$ cat src/shared/bsc_regs.svh
// register offsets, field positions, reset values and crc constants
`ifndef BSC_REGS_SVH
`define BSC_REGS_SVH
`define BSC_OFS_CONTROL 4'h0
`define BSC_OFS_DATA_LOW 4'h4
`define BSC_OFS_DATA_HIGH 4'h8
`define BSC_BIT_RESET_TRIGGER 0
`define BSC_BIT_SEED_SELECT 1
`define BSC_BIT_ORDER_SELECT 2
`define BSC_CONTROL_RESET 8'h00
`define BSC_CONTROL_WMASK 8'h06
`define BSC_POLY 16'h1021
`define BSC_SEED_ZERO 16'h0000
`define BSC_SEED_ONES 16'hffff
`endif

$ cat src/shared/bsc_pkg.sv
// types shared by the checksum calculator
`default_nettype none
package bsc_pkg;
  typedef enum logic [1:0] {
    BSC_IDLE = 2'b00,
    BSC_ACK = 2'b01
  } bsc_bus_t;
endpackage : bsc_pkg
`default_nettype wire

$ cat src/logic/bsc_crc_step.sv
// one byte of ccitt crc update, either bit order
`default_nettype none
`include "bsc_regs.svh"
module bsc_crc_step (
  input wire logic [15:0] crcIn,
  input wire logic [7:0] dataIn,
  input wire logic lsbFirst,
  output logic [15:0] crcOut
);
  function automatic logic [7:0] bsc_reverse8(input logic [7:0] v);
    logic [7:0] r;
    r = 8'h00;
    for (int i = 0; i < 8; i++) begin
      r[i] = v[7 - i];
    end
    return r;
  endfunction : bsc_reverse8

  always_comb begin
    logic [7:0] d;
    logic [15:0] c;
    logic fb;
    d = lsbFirst ? bsc_reverse8(dataIn) : dataIn;
    c = crcIn;
    fb = 1'b0;
    for (int i = 7; i >= 0; i--) begin
      fb = c[15] ^ d[i];
      c = {c[14:0], 1'b0};
      if (fb) begin
        c = c ^ `BSC_POLY;
      end
    end
    crcOut = c;
  end
endmodule : bsc_crc_step
`default_nettype wire

$ cat src/logic/bsc_crc16.sv
// wishbone crc16 calculator with control and data registers
//
// Decided for this implementation: register access over Wishbone and the register addresses.
`default_nettype none
`include "bsc_regs.svh"
module bsc_crc16 (
  input wire logic clk,
  input wire logic reset_n,
  input wire logic wb_cyc_i,
  input wire logic wb_stb_i,
  input wire logic wb_we_i,
  input wire logic [3:0] wb_adr_i,
  input wire logic [3:0] wb_sel_i,
  input wire logic [31:0] wb_dat_i,
  output logic [31:0] wb_dat_o,
  output logic wb_ack_o
);
  bsc_pkg::bsc_bus_t busState;
  bsc_pkg::bsc_bus_t next_busState;
  logic [15:0] checksum;
  logic [15:0] next_checksum;
  logic seedSelect;
  logic next_seedSelect;
  logic orderSelect;
  logic next_orderSelect;
  logic [31:0] next_wbDat;
  logic [31:0] wbDat;
  logic [15:0] stepOut;
  logic request;
  logic doWrite;
  logic [7:0] controlRead;

  assign request = wb_cyc_i && wb_stb_i;
  // one access per handshake; ack drops the cycle after it rose
  assign doWrite = request && wb_we_i && wb_sel_i[0] && (busState == bsc_pkg::BSC_IDLE);
  assign controlRead = {5'h00, orderSelect, seedSelect, 1'b0};

  bsc_crc_step stepUnit (
    .crcIn(checksum),
    .dataIn(wb_dat_i[7:0]),
    .lsbFirst(orderSelect),
    .crcOut(stepOut)
  );

  always_comb begin
    next_busState = bsc_pkg::BSC_IDLE;
    case (busState)
      bsc_pkg::BSC_IDLE: begin
        if (request) begin
          next_busState = bsc_pkg::BSC_ACK;
        end
      end
      bsc_pkg::BSC_ACK: begin
        next_busState = bsc_pkg::BSC_IDLE;
      end
      default: begin
        next_busState = bsc_pkg::BSC_IDLE;
      end
    endcase
  end

  always_comb begin
    next_checksum = checksum;
    next_seedSelect = seedSelect;
    next_orderSelect = orderSelect;
    if (doWrite && wb_adr_i == `BSC_OFS_CONTROL) begin
      next_seedSelect = wb_dat_i[`BSC_BIT_SEED_SELECT];
      next_orderSelect = wb_dat_i[`BSC_BIT_ORDER_SELECT];
      if (wb_dat_i[`BSC_BIT_RESET_TRIGGER]) begin
        // seed from the newly written select
        next_checksum = wb_dat_i[`BSC_BIT_SEED_SELECT] ? `BSC_SEED_ONES : `BSC_SEED_ZERO;
      end
    end
    // one byte per write, no command
    if (doWrite && wb_adr_i == `BSC_OFS_DATA_LOW) begin
      next_checksum = stepOut;
    end
  end

  always_comb begin
    next_wbDat = 32'h0000_0000;
    if (request && !wb_we_i && busState == bsc_pkg::BSC_IDLE) begin
      case (wb_adr_i)
        `BSC_OFS_CONTROL: next_wbDat = {24'h000000, controlRead};
        `BSC_OFS_DATA_LOW: next_wbDat = {24'h000000, checksum[7:0]};
        `BSC_OFS_DATA_HIGH: next_wbDat = {24'h000000, checksum[15:8]};
        default: next_wbDat = 32'h0000_0000;
      endcase
    end
  end

  // registered in the edge of the write
  always_ff @(posedge clk or negedge reset_n) begin
    if (!reset_n) begin
      busState <= bsc_pkg::BSC_IDLE;
      checksum <= `BSC_SEED_ZERO;
      seedSelect <= 1'b0;
      orderSelect <= 1'b0;
      wbDat <= 32'h0000_0000;
    end else begin
      busState <= next_busState;
      checksum <= next_checksum;
      seedSelect <= next_seedSelect;
      orderSelect <= next_orderSelect;
      wbDat <= next_wbDat;
    end
  end

  assign wb_ack_o = (busState == bsc_pkg::BSC_ACK);
  assign wb_dat_o = wbDat;

  // checks look one edge after the request was taken, so read checks
  // compare wb_dat_o against $past of the state that fed the read mux

  a_data_fold: assert property (@(posedge clk) disable iff (!reset_n)
    doWrite && wb_adr_i == `BSC_OFS_DATA_LOW |=> checksum == $past(stepOut))
    else $error("checksum did not fold written byte");

  a_fold_once: assert property (@(posedge clk) disable iff (!reset_n)
    doWrite && wb_adr_i == `BSC_OFS_DATA_LOW |=> !doWrite)
    else $error("byte folded twice");

  // a runaway engine that kept folding would move the checksum here
  // no write, no change
  a_quiet_hold: assert property (@(posedge clk) disable iff (!reset_n)
    !doWrite |=> $stable(checksum))
    else $error("checksum moved without a write");

  // high and unmapped writes are acked but must leave no trace
  // other writes keep checksum
  a_other_hold: assert property (@(posedge clk) disable iff (!reset_n)
    doWrite && wb_adr_i != `BSC_OFS_CONTROL && wb_adr_i != `BSC_OFS_DATA_LOW
    |=> $stable(checksum))
    else $error("unrelated write changed checksum");

  // only byte lane 0 carries a register, so sel[0] gates the write
  // masked lane skips fold
  a_sel_skip: assert property (@(posedge clk) disable iff (!reset_n)
    request && wb_we_i && !wb_sel_i[0] |=> $stable(checksum))
    else $error("masked write changed checksum");

  a_read_calm: assert property (@(posedge clk) disable iff (!reset_n)
    request && !wb_we_i |=> $stable(checksum))
    else $error("read changed checksum");

  // seed follows the select written in the same access
  // seed from select
  a_seed_load: assert property (@(posedge clk) disable iff (!reset_n)
    doWrite && wb_adr_i == `BSC_OFS_CONTROL && wb_dat_i[0]
    |=> checksum == (seedSelect ? 16'hffff : 16'h0000))
    else $error("seed not loaded");

  a_seed_ones: assert property (@(posedge clk) disable iff (!reset_n)
    doWrite && wb_adr_i == `BSC_OFS_CONTROL && wb_dat_i[1:0] == 2'b11
    |=> checksum == `BSC_SEED_ONES)
    else $error("all-ones seed not loaded");

  a_seed_zero: assert property (@(posedge clk) disable iff (!reset_n)
    doWrite && wb_adr_i == `BSC_OFS_CONTROL && wb_dat_i[1:0] == 2'b01
    |=> checksum == `BSC_SEED_ZERO)
    else $error("zero seed not loaded");

  a_seed_stored: assert property (@(posedge clk) disable iff (!reset_n)
    doWrite && wb_adr_i == `BSC_OFS_CONTROL
    |=> seedSelect == $past(wb_dat_i[`BSC_BIT_SEED_SELECT]))
    else $error("seed select not stored");

  a_select_hold: assert property (@(posedge clk) disable iff (!reset_n)
    doWrite && wb_adr_i == `BSC_OFS_CONTROL && !wb_dat_i[0]
    |=> $stable(checksum))
    else $error("select changed checksum");

  // a read or a data write must not disturb the mode bits
  // selects change on write only
  a_select_stable: assert property (@(posedge clk) disable iff (!reset_n)
    !(doWrite && wb_adr_i == `BSC_OFS_CONTROL)
    |=> $stable(seedSelect) && $stable(orderSelect))
    else $error("select moved without a control write");

  a_trigger_zero: assert property (@(posedge clk) disable iff (!reset_n)
    wb_ack_o && !$past(wb_we_i) && $past(wb_adr_i) == `BSC_OFS_CONTROL
    |-> wb_dat_o[0] == 1'b0)
    else $error("trigger bit read as one");

  a_order_used: assert property (@(posedge clk) disable iff (!reset_n)
    doWrite && wb_adr_i == `BSC_OFS_CONTROL |=> orderSelect == $past(wb_dat_i[2]))
    else $error("order select not stored");

  a_ctrl_fields: assert property (@(posedge clk) disable iff (!reset_n)
    wb_ack_o && !$past(wb_we_i) && $past(wb_adr_i) == `BSC_OFS_CONTROL
    |-> wb_dat_o[2:1] == $past({orderSelect, seedSelect}))
    else $error("control selects read wrong");

  a_reserved_zero: assert property (@(posedge clk) disable iff (!reset_n)
    wb_ack_o && $past(wb_adr_i) == `BSC_OFS_CONTROL |-> wb_dat_o[7:3] == 5'h00)
    else $error("reserved control bits nonzero");

  a_high_read: assert property (@(posedge clk) disable iff (!reset_n)
    wb_ack_o && !$past(wb_we_i) && $past(wb_adr_i) == `BSC_OFS_DATA_HIGH
    |-> wb_dat_o[7:0] == $past(checksum[15:8]))
    else $error("high byte read wrong");

  a_high_nowrite: assert property (@(posedge clk) disable iff (!reset_n)
    doWrite && wb_adr_i == `BSC_OFS_DATA_HIGH |=> $stable(checksum))
    else $error("high write changed checksum");

  a_low_read: assert property (@(posedge clk) disable iff (!reset_n)
    wb_ack_o && !$past(wb_we_i) && $past(wb_adr_i) == `BSC_OFS_DATA_LOW
    |-> wb_dat_o[7:0] == $past(checksum[7:0]))
    else $error("low byte read wrong");

  a_upper_zero: assert property (@(posedge clk) disable iff (!reset_n)
    wb_ack_o |-> wb_dat_o[31:8] == 24'h000000)
    else $error("upper read lanes nonzero");

  a_write_quiet: assert property (@(posedge clk) disable iff (!reset_n)
    wb_ack_o && $past(wb_we_i) |-> wb_dat_o == 32'h0000_0000)
    else $error("write answer carried data");

  a_unmapped_read: assert property (@(posedge clk) disable iff (!reset_n)
    wb_ack_o && !$past(wb_we_i) && $past(wb_adr_i) != `BSC_OFS_CONTROL
    && $past(wb_adr_i) != `BSC_OFS_DATA_LOW && $past(wb_adr_i) != `BSC_OFS_DATA_HIGH
    |-> wb_dat_o == 32'h0000_0000)
    else $error("unmapped read nonzero");

  // keeps stale read data off the bus between accesses
  // read data only with ack
  a_dat_settle: assert property (@(posedge clk) disable iff (!reset_n)
    !wb_ack_o |-> wb_dat_o == 32'h0000_0000)
    else $error("read data outside an answer");

  a_ack_single: assert property (@(posedge clk) disable iff (!reset_n)
    wb_ack_o |=> !wb_ack_o)
    else $error("ack held two cycles");

  // fixed one-cycle answer; the slave never stretches a transfer
  // ack next cycle
  a_ack_prompt: assert property (@(posedge clk) disable iff (!reset_n)
    request && !wb_ack_o |=> wb_ack_o)
    else $error("ack late");

  a_fold_ack: assert property (@(posedge clk) disable iff (!reset_n)
    doWrite |=> wb_ack_o)
    else $error("write not answered");

  a_ack_cause: assert property (@(posedge clk) disable iff (!reset_n)
    wb_ack_o |-> $past(request))
    else $error("ack without request");

  a_idle_ack: assert property (@(posedge clk) disable iff (!reset_n)
    !request |=> !wb_ack_o)
    else $error("ack while bus idle");

  // main scenarios for coverage
  // the masked-lane cover shows that sel[0] low is really reached
  c_data_write: cover property (@(posedge clk) doWrite && wb_adr_i == `BSC_OFS_DATA_LOW);
  c_seed_ones: cover property (@(posedge clk)
    doWrite && wb_adr_i == `BSC_OFS_CONTROL && wb_dat_i[1:0] == 2'b11);
  c_lsb_write: cover property (@(posedge clk)
    doWrite && wb_adr_i == `BSC_OFS_DATA_LOW && orderSelect);
  c_high_read: cover property (@(posedge clk)
    wb_ack_o && !$past(wb_we_i) && $past(wb_adr_i) == `BSC_OFS_DATA_HIGH);
  c_sel_skip: cover property (@(posedge clk)
    request && wb_we_i && !wb_sel_i[0] && busState == bsc_pkg::BSC_IDLE);
endmodule : bsc_crc16
`default_nettype wire

$ cat config.mk
export PLATFORM = sky130hd
export DESIGN_NAME = bsc_crc16
export DESIGN_NICKNAME = d
export VERILOG_FILES = /design/src/shared/bsc_pkg.sv /design/src/logic/bsc_crc_step.sv /design/src/logic/bsc_crc16.sv
export VERILOG_INCLUDE_DIRS = /design/src /design/src/shared
export SDC_FILE = /design/constraint.sdc
export NUM_CORES = 1
export LEC_CHECK = 0
export ABC_CLOCK_PERIOD_IN_PS = 1900
export BUFFER_PORTS_ARGS = -buffer_cell sky130_fd_sc_hd__buf_2
export CAP_MARGIN = 25
export CORE_ASPECT_RATIO = 1.5
export CORE_MARGIN = 2
export CORE_UTILIZATION = 40
export DETAILED_ROUTE_END_ITERATION = 16
export HOLD_SLACK_MARGIN = 0.15
export PLACE_DENSITY = 0.72
export SETUP_SLACK_MARGIN = 0.5
export SLEW_MARGIN = 10
export SYNTH_ARGS = -nofsm -noshare
export SYNTH_HDL_FRONTEND = slang
export SYNTH_SLANG_ARGS = --single-unit
export TNS_END_PERCENT = 10
$ cat constraint.sdc
create_clock -name clk -period 1.9 [get_ports clk]
set_clock_uncertainty 0.15 [all_clocks]
set_input_delay 0.285 -clock clk [delete_from_list [all_inputs] [get_ports clk]]
set_output_delay 0.285 -clock clk [all_outputs]
set_load 0.05 [all_outputs]
After elaboration in Yosys (flattened, before gate mapping) --
Cells that the tools add are included.
Storage, ports and cells: latch bits 0, logic and storage cells 55, memory bits (read-only) 0, output and inout port bits 33, memory bits (writable) 0, flip-flop bits (word level) 52, memories 0
Operators by class: $add $sub $neg 0, reductions and logical operators 14, muxes and demuxes 17, bitwise operators 16, $lt $le $gt $ge 0, equal/unequal tests 3, $mul 0, shifts and indexed selects 0, div/mod/pow operators 0
Operators by type and width (count):
- 2-to-1 mux 13 bit | 8
- 2-to-1 mux 16 bit | 4
- NOT 3 bit | 8
- one-hot mux 8 bit (3 select lines) | 1
- 2-to-1 mux 8 bit | 2
- logical AND 1 bit | 8
- bitwise XOR 1 bit | 8
- == test 4 x 3 -> 1 bit, second input constant | 1
- == test 4 bit, second input constant | 1
- logical NOT 4 bit | 1
- nonzero test 2 bit | 2
- == test 2 x 1 -> 1 bit, second input constant | 1
- logical NOT 2 bit | 1
- 2-to-1 mux 2 bit | 1
- AND reduction 2 bit | 1
- logical NOT 1 bit | 1
- 2-to-1 mux 1 bit | 1

Longest topological paths before layout --
word-level depth 18, mapped depth 7, mapped depth without buffers 5

Cells and area by module --
From an unflattened synthesis, not the netlist that was laid out.
Unflattened totals: cell total of the unflattened synthesis 181, area, all modules 1991.9 µm²
By module, submodules not included:
- bsc_crc16 | cells each 145, area an instance 1453.9 µm², sequential area each 675.6 µm², times used 1
- bsc_crc_step | cells each 36, area an instance 538.0 µm², sequential area each 0.0 µm², times used 1

Worst setup path before layout --
Ideal clock, no wire load.
path kind register -> register, from register busState[0], to register checksum[0], setup time 0.132 ns, arrival time 1.733 ns, buffers on the path 2, stages on the path, launching flop included 8, path slack -0.114 ns, path through dfrtp_1 and3b_1 buf_2 nand4b_1 or2_1 clkbuf_1 a21oi_1 o21ai_1
Between the ends: longest elaborated chain between the ends 5
Ends and longest elaborated chain:
- start, declared | RTL line bsc_crc16.sv:18 | bsc_pkg::bsc_bus_t busState;
- start signal, assigned | RTL line bsc_crc16.sv:95 | busState <= bsc_pkg::BSC_IDLE;
- start signal, assigned | RTL line bsc_crc16.sv:101 | busState <= next_busState;
- logical NOT 2 bit (*) | RTL line bsc_crc16.sv:35 | assign doWrite = request && wb_we_i && wb_sel_i[0] && (busState == bsc_pkg::BSC_IDLE);
- logical AND 1 bit (*) | RTL line bsc_crc16.sv:35
- logical AND 1 bit (no source line)
- nonzero test 2 bit (no source line)
- AND reduction 2 bit (no source line)
- end signal, assigned | RTL line bsc_crc16.sv:96 | checksum <= `BSC_SEED_ZERO;
- end signal, assigned | RTL line bsc_crc16.sv:102 | checksum <= next_checksum;
- end, declared | RTL line bsc_crc16.sv:20 | logic [15:0] checksum;
Mark *: on every way between the ends. The rest lies on a longest branch, timed or not. A chain may end at the register's enable or synchronous reset.

Final worst setup path --
from register orderSelect, to register checksum[5]
Between the ends: longest elaborated chain between the ends 10
Ends and longest elaborated chain:
- start, declared | RTL line bsc_crc16.sv:24 | logic orderSelect;
- start signal, assigned | RTL line bsc_crc16.sv:104 | orderSelect <= next_orderSelect;
- 2-to-1 mux 8 bit (*) | RTL line bsc_crc_step.sv:23 | d = lsbFirst ? bsc_reverse8(dataIn) : dataIn;
- bitwise XOR 1 bit | RTL line bsc_crc_step.sv:27 | fb = c[15] ^ d[i];
- 2-to-1 mux 13 bit (5 in a row) | RTL line bsc_crc_step.sv:29 | if (fb) begin
- NOT 3 bit (no source line)
- 2-to-1 mux 13 bit (*) | RTL line bsc_crc_step.sv:29
- 2-to-1 mux 16 bit (*) | RTL line bsc_crc16.sv:75 | if (doWrite && wb_adr_i == `BSC_OFS_DATA_LOW) begin
Marks and branches as above.

==> impl_results.md <==
- Result of the run: finished, final reports clean
- Minimum setup slack among reg-to-reg paths: ~0.037 ns
- Number of pins exceeding their max-slew limit in the final report: 0
- Distinct cell type count after synthesis: 37
- Slew headroom: about three fifths
- Capturing element of the worst setup path: checksum[5]
- Summed instance area of the synthesized netlist: 1780 sq um
- Max FO, Critical Path: 5
- Fill count: a little under 400
- Portion of synthesized cell area occupied by the leading cell type: a little under two fifths
- Post-synthesis cell count: 180
- Post-Route WL: 4090 um
- Share of power burned in combinational logic: 40.6%
- Via-per-instance ratio: about 5.3
- Inserted Diodes: 0
- Startpoint Class: flop
- Storage cell area: 678 sq um
- TritonCTS clock tree: built
- Class of the tightest hold or removal check: primary input to flop
- Final cell count without fillers: approximately 270
- Total I/O pin count: just under 80
- Max cap viols: 0
- Share of async-settable or async-resettable flops after synthesis: 100%
- Sequential share of the synthesized area: between 30% and 40%
- Slew @ Worst Pin: 0.614 ns
- Die H: between 80 and 90 um
- Clock transition at the registers of the reported paths: around 0.1 ns
- Wire length of the first global-routing pass: around 6500 um
- Crit Path Class: flop to flop
- Synthesized flop and latch total: 27
- Switching share of total power: ~37%
- Yosys warnings: 0
- Total clock buffers created by CTS: 3
- Layout cells sized above 1: a little over a third
- Arr. time, crit path: about 1.9 ns
- Max VDD drop: between 500 and 600 uV
- Design internal power: around 0.0011 W
- Mean post-synth cell area: around 9.9 sq um
- Launch point of the worst path: orderSelect
- Ranking of synthesized cells by instance count: 27 x sky130_fd_sc_hd__dfrtp_1, 25 x sky130_fd_sc_hd__buf_4, 18 x sky130_fd_sc_hd__nor2_1
- Starting density of the core: 42.0%
- Worst Path Required: 1.98 ns
- Clock period minus final worst setup slack: 1.86 ns
- Endpoint of the most critical register-to-register path: checksum[5]
- Top area cells in the synthesized netlist: sky130_fd_sc_hd__dfrtp_1 38%, sky130_fd_sc_hd__buf_4 11%, sky130_fd_sc_hd__mux2i_1 6.2%
- Dominant register cell in the synthesized netlist: sky130_fd_sc_hd__dfrtp_1
- Critical Path End Type: flop
- Placed Instances: between 200 and 300
- Number of DRC violations after detailed-routing iteration 0: a little over 60
- Number of nets in the final layout: roughly 270
- Overall track demand over capacity in global routing: about 17%
- CTS root buf: sky130_fd_sc_hd__clkbuf_8
- Final HPWL from detailed placement: roughly 2800 um
- Switch Pwr: 0.000659 W
- Number of port buffers: 26
- Number of iterations in the first detailed-routing pass: 4
- Via count: around 1,400
- Die area: approximately 5000 sq um
- Final period util: 98.1%
- Endpoints failing setup: 0
- Share of total power in sequential cells: about 40%
- Combined area of the multi-input logic cells: 1070 sq um
- Power density of the placed cells: 812 nW/um^2
- Unrepaired setup endpoints after global routing: yes
- Most frequently used cell type in the post-synthesis netlist: sky130_fd_sc_hd__dfrtp_1
- Weighted congestion at the end of routability-driven global placement: roughly 0.87
- Routed length per instance: around 15 um
- Worst reg-to-reg path cell count: 8
- Reg-to-reg critical path startpoint: orderSelect
- Remaining routing DRC violations: 0
- Static leakage: roughly 1.1 nW
- Die outline width: a little under 60 um
- # rows: 29
- Largest area contributor in the netlist: sky130_fd_sc_hd__dfrtp_1
- Count of antenna-violating nets left after detailed routing: 0
- H-tree depth: 1
- Layout area overhead: 23.4%
- Number of global-route vias before repair: 1,392
- Number of endpoints with negative hold slack in the final report: 0
- Maximum root-to-sink buffer count: 2
- Remaining Overflow, GRT: 0
- Clock Power Share: 19.8%
- Pin count of the biggest net entering global routing: 28
- Achievable clock frequency: between 0.5 and 0.6 GHz
- Std-Cell Core Area: about 4200 sq um
- Clock net sink count: 27
- Count of flip-flops with a built-in enable after synthesis: 0
- Clock insertion delay at the later pin of the skew report: between 0.2 and 0.3 ns
- Initial antenna violation count: 0
- Utilization of the core after routing: between 50% and 60%
-- per-stage QoR --
step	power [W]	setup WS (ns)	setup TNS [ns]	hold WS, ns	instance area (sq um)
2_1_floorplan	0.00118	0.0344	0	-0.161	1890
3_3_place_gp	0.00134	-0.172	-0.844	0.175	1980
3_5_place_dp	0.00135	-0.180	-1.05	0.189	1980
4_1_cts	0.00174	0.0408	0	0.168	2100
5_1_grt	0.00187	-0.0422	-0.113	0.194	2200
6_report	0.00179	0.0367	0	0.169	2200
-- cell families after synthesis --
kind of cell,Yosys count,synth area share (%)
mux,13,7.43
flops,27,37.9
buf+inv,36,13.3
xor+xnor,18,11.3
simple gates,46,16.5
other cells,1,0.210
compound gates,39,13.4
-- registers in the layout, indices dropped and copies added, names as in the netlist --
register     flops
busState         1
checksum        16
orderSelect      1
seedSelect       1
wb_dat_o         8
-- layer usage --
layer	routed length [um]	GRT usage, %	up-vias
li1	-	-	663
met4	210	9.94	0
met5	0	0	-
met2	2080	29.4	71
met1	1570	20.3	682
met3	237	1.96	15
-- critical path: stages (launching register included) --
cell and delay [ns]:
sky130_fd_sc_hd__dfrtp_2 0.44, sky130_fd_sc_hd__buf_12 0.15, sky130_fd_sc_hd__buf_6 0.11, sky130_fd_sc_hd__mux2i_2 0.17, sky130_fd_sc_hd__xnor2_1 0.16, sky130_fd_sc_hd__xnor2_1 0.09, sky130_fd_sc_hd__buf_4 0.16, sky130_fd_sc_hd__or3_4 0.32
sky130_fd_sc_hd__nand3_2 0.06
-- how the worst min path moves through the flow --
| stage | start | endpoint | slack (ns) | depth (start not counted) |
|---|---|---|---|---|
| 2_1_floorplan | reset_n | busState[0] | -0.16 | 0 |
| 3_3_place_gp | reset_n | orderSelect | 0.18 | 1 |
| 3_5_place_dp | reset_n | seedSelect | 0.19 | 1 |
| 4_1_cts | wb_dat_i[1] | seedSelect | 0.17 | 2 |
| 5_1_grt | wb_dat_i[1] | seedSelect | 0.19 | 2 |
| 6_report | wb_dat_i[1] | seedSelect | 0.17 | 2 |
-- cell usage in the layout (no fill, tap or decap), drive strengths merged, types with 4 or more instances in the layout --
cell   instances
conb          24
nor3           5
a21o           4
dfrtp         27
inv            5
nor2          18
buf           47
a21oi         15
a22oi          6
xnor2         14
o21ai          9
nand2          4
mux2i         11
a211o          4
-- timing repair --
item | CTS | global route
buffers inserted | 3 | 0
gates resized for setup | 5 | 23
endpoints found under the setup margin | 19 | 25
pin swaps | 3 | 11
hold endpoints to repair | 28 | 0
hold buffers | 2 | 0
-- area by class of cell --
cell class,count,area share (%)
Inverter,5,0.853
Sequential cell,27,30.8
Multi-Input combinational cell,140,48.4
Clock inverter,1,0.341
Timing Repair Buffer,49,15.1
Clock buffer,3,1.88
Tap cell,46,2.62
-- power by group through the flow --
| stage | combinational (W) | clock (W) | sequential, W |
|---|---|---|---|
| floorplan | 0.000476 | 0 | 0.000700 |
| global placement | 0.000624 | 0 | 0.000718 |
| detailed placement | 0.000634 | 0 | 0.000721 |
| CTS | 0.000684 | 0.000355 | 0.000704 |
| global route | 0.000788 | 0.000364 | 0.000716 |
| finish | 0.000725 | 0.000353 | 0.000709 |
(Power assumes the default switching activity.)
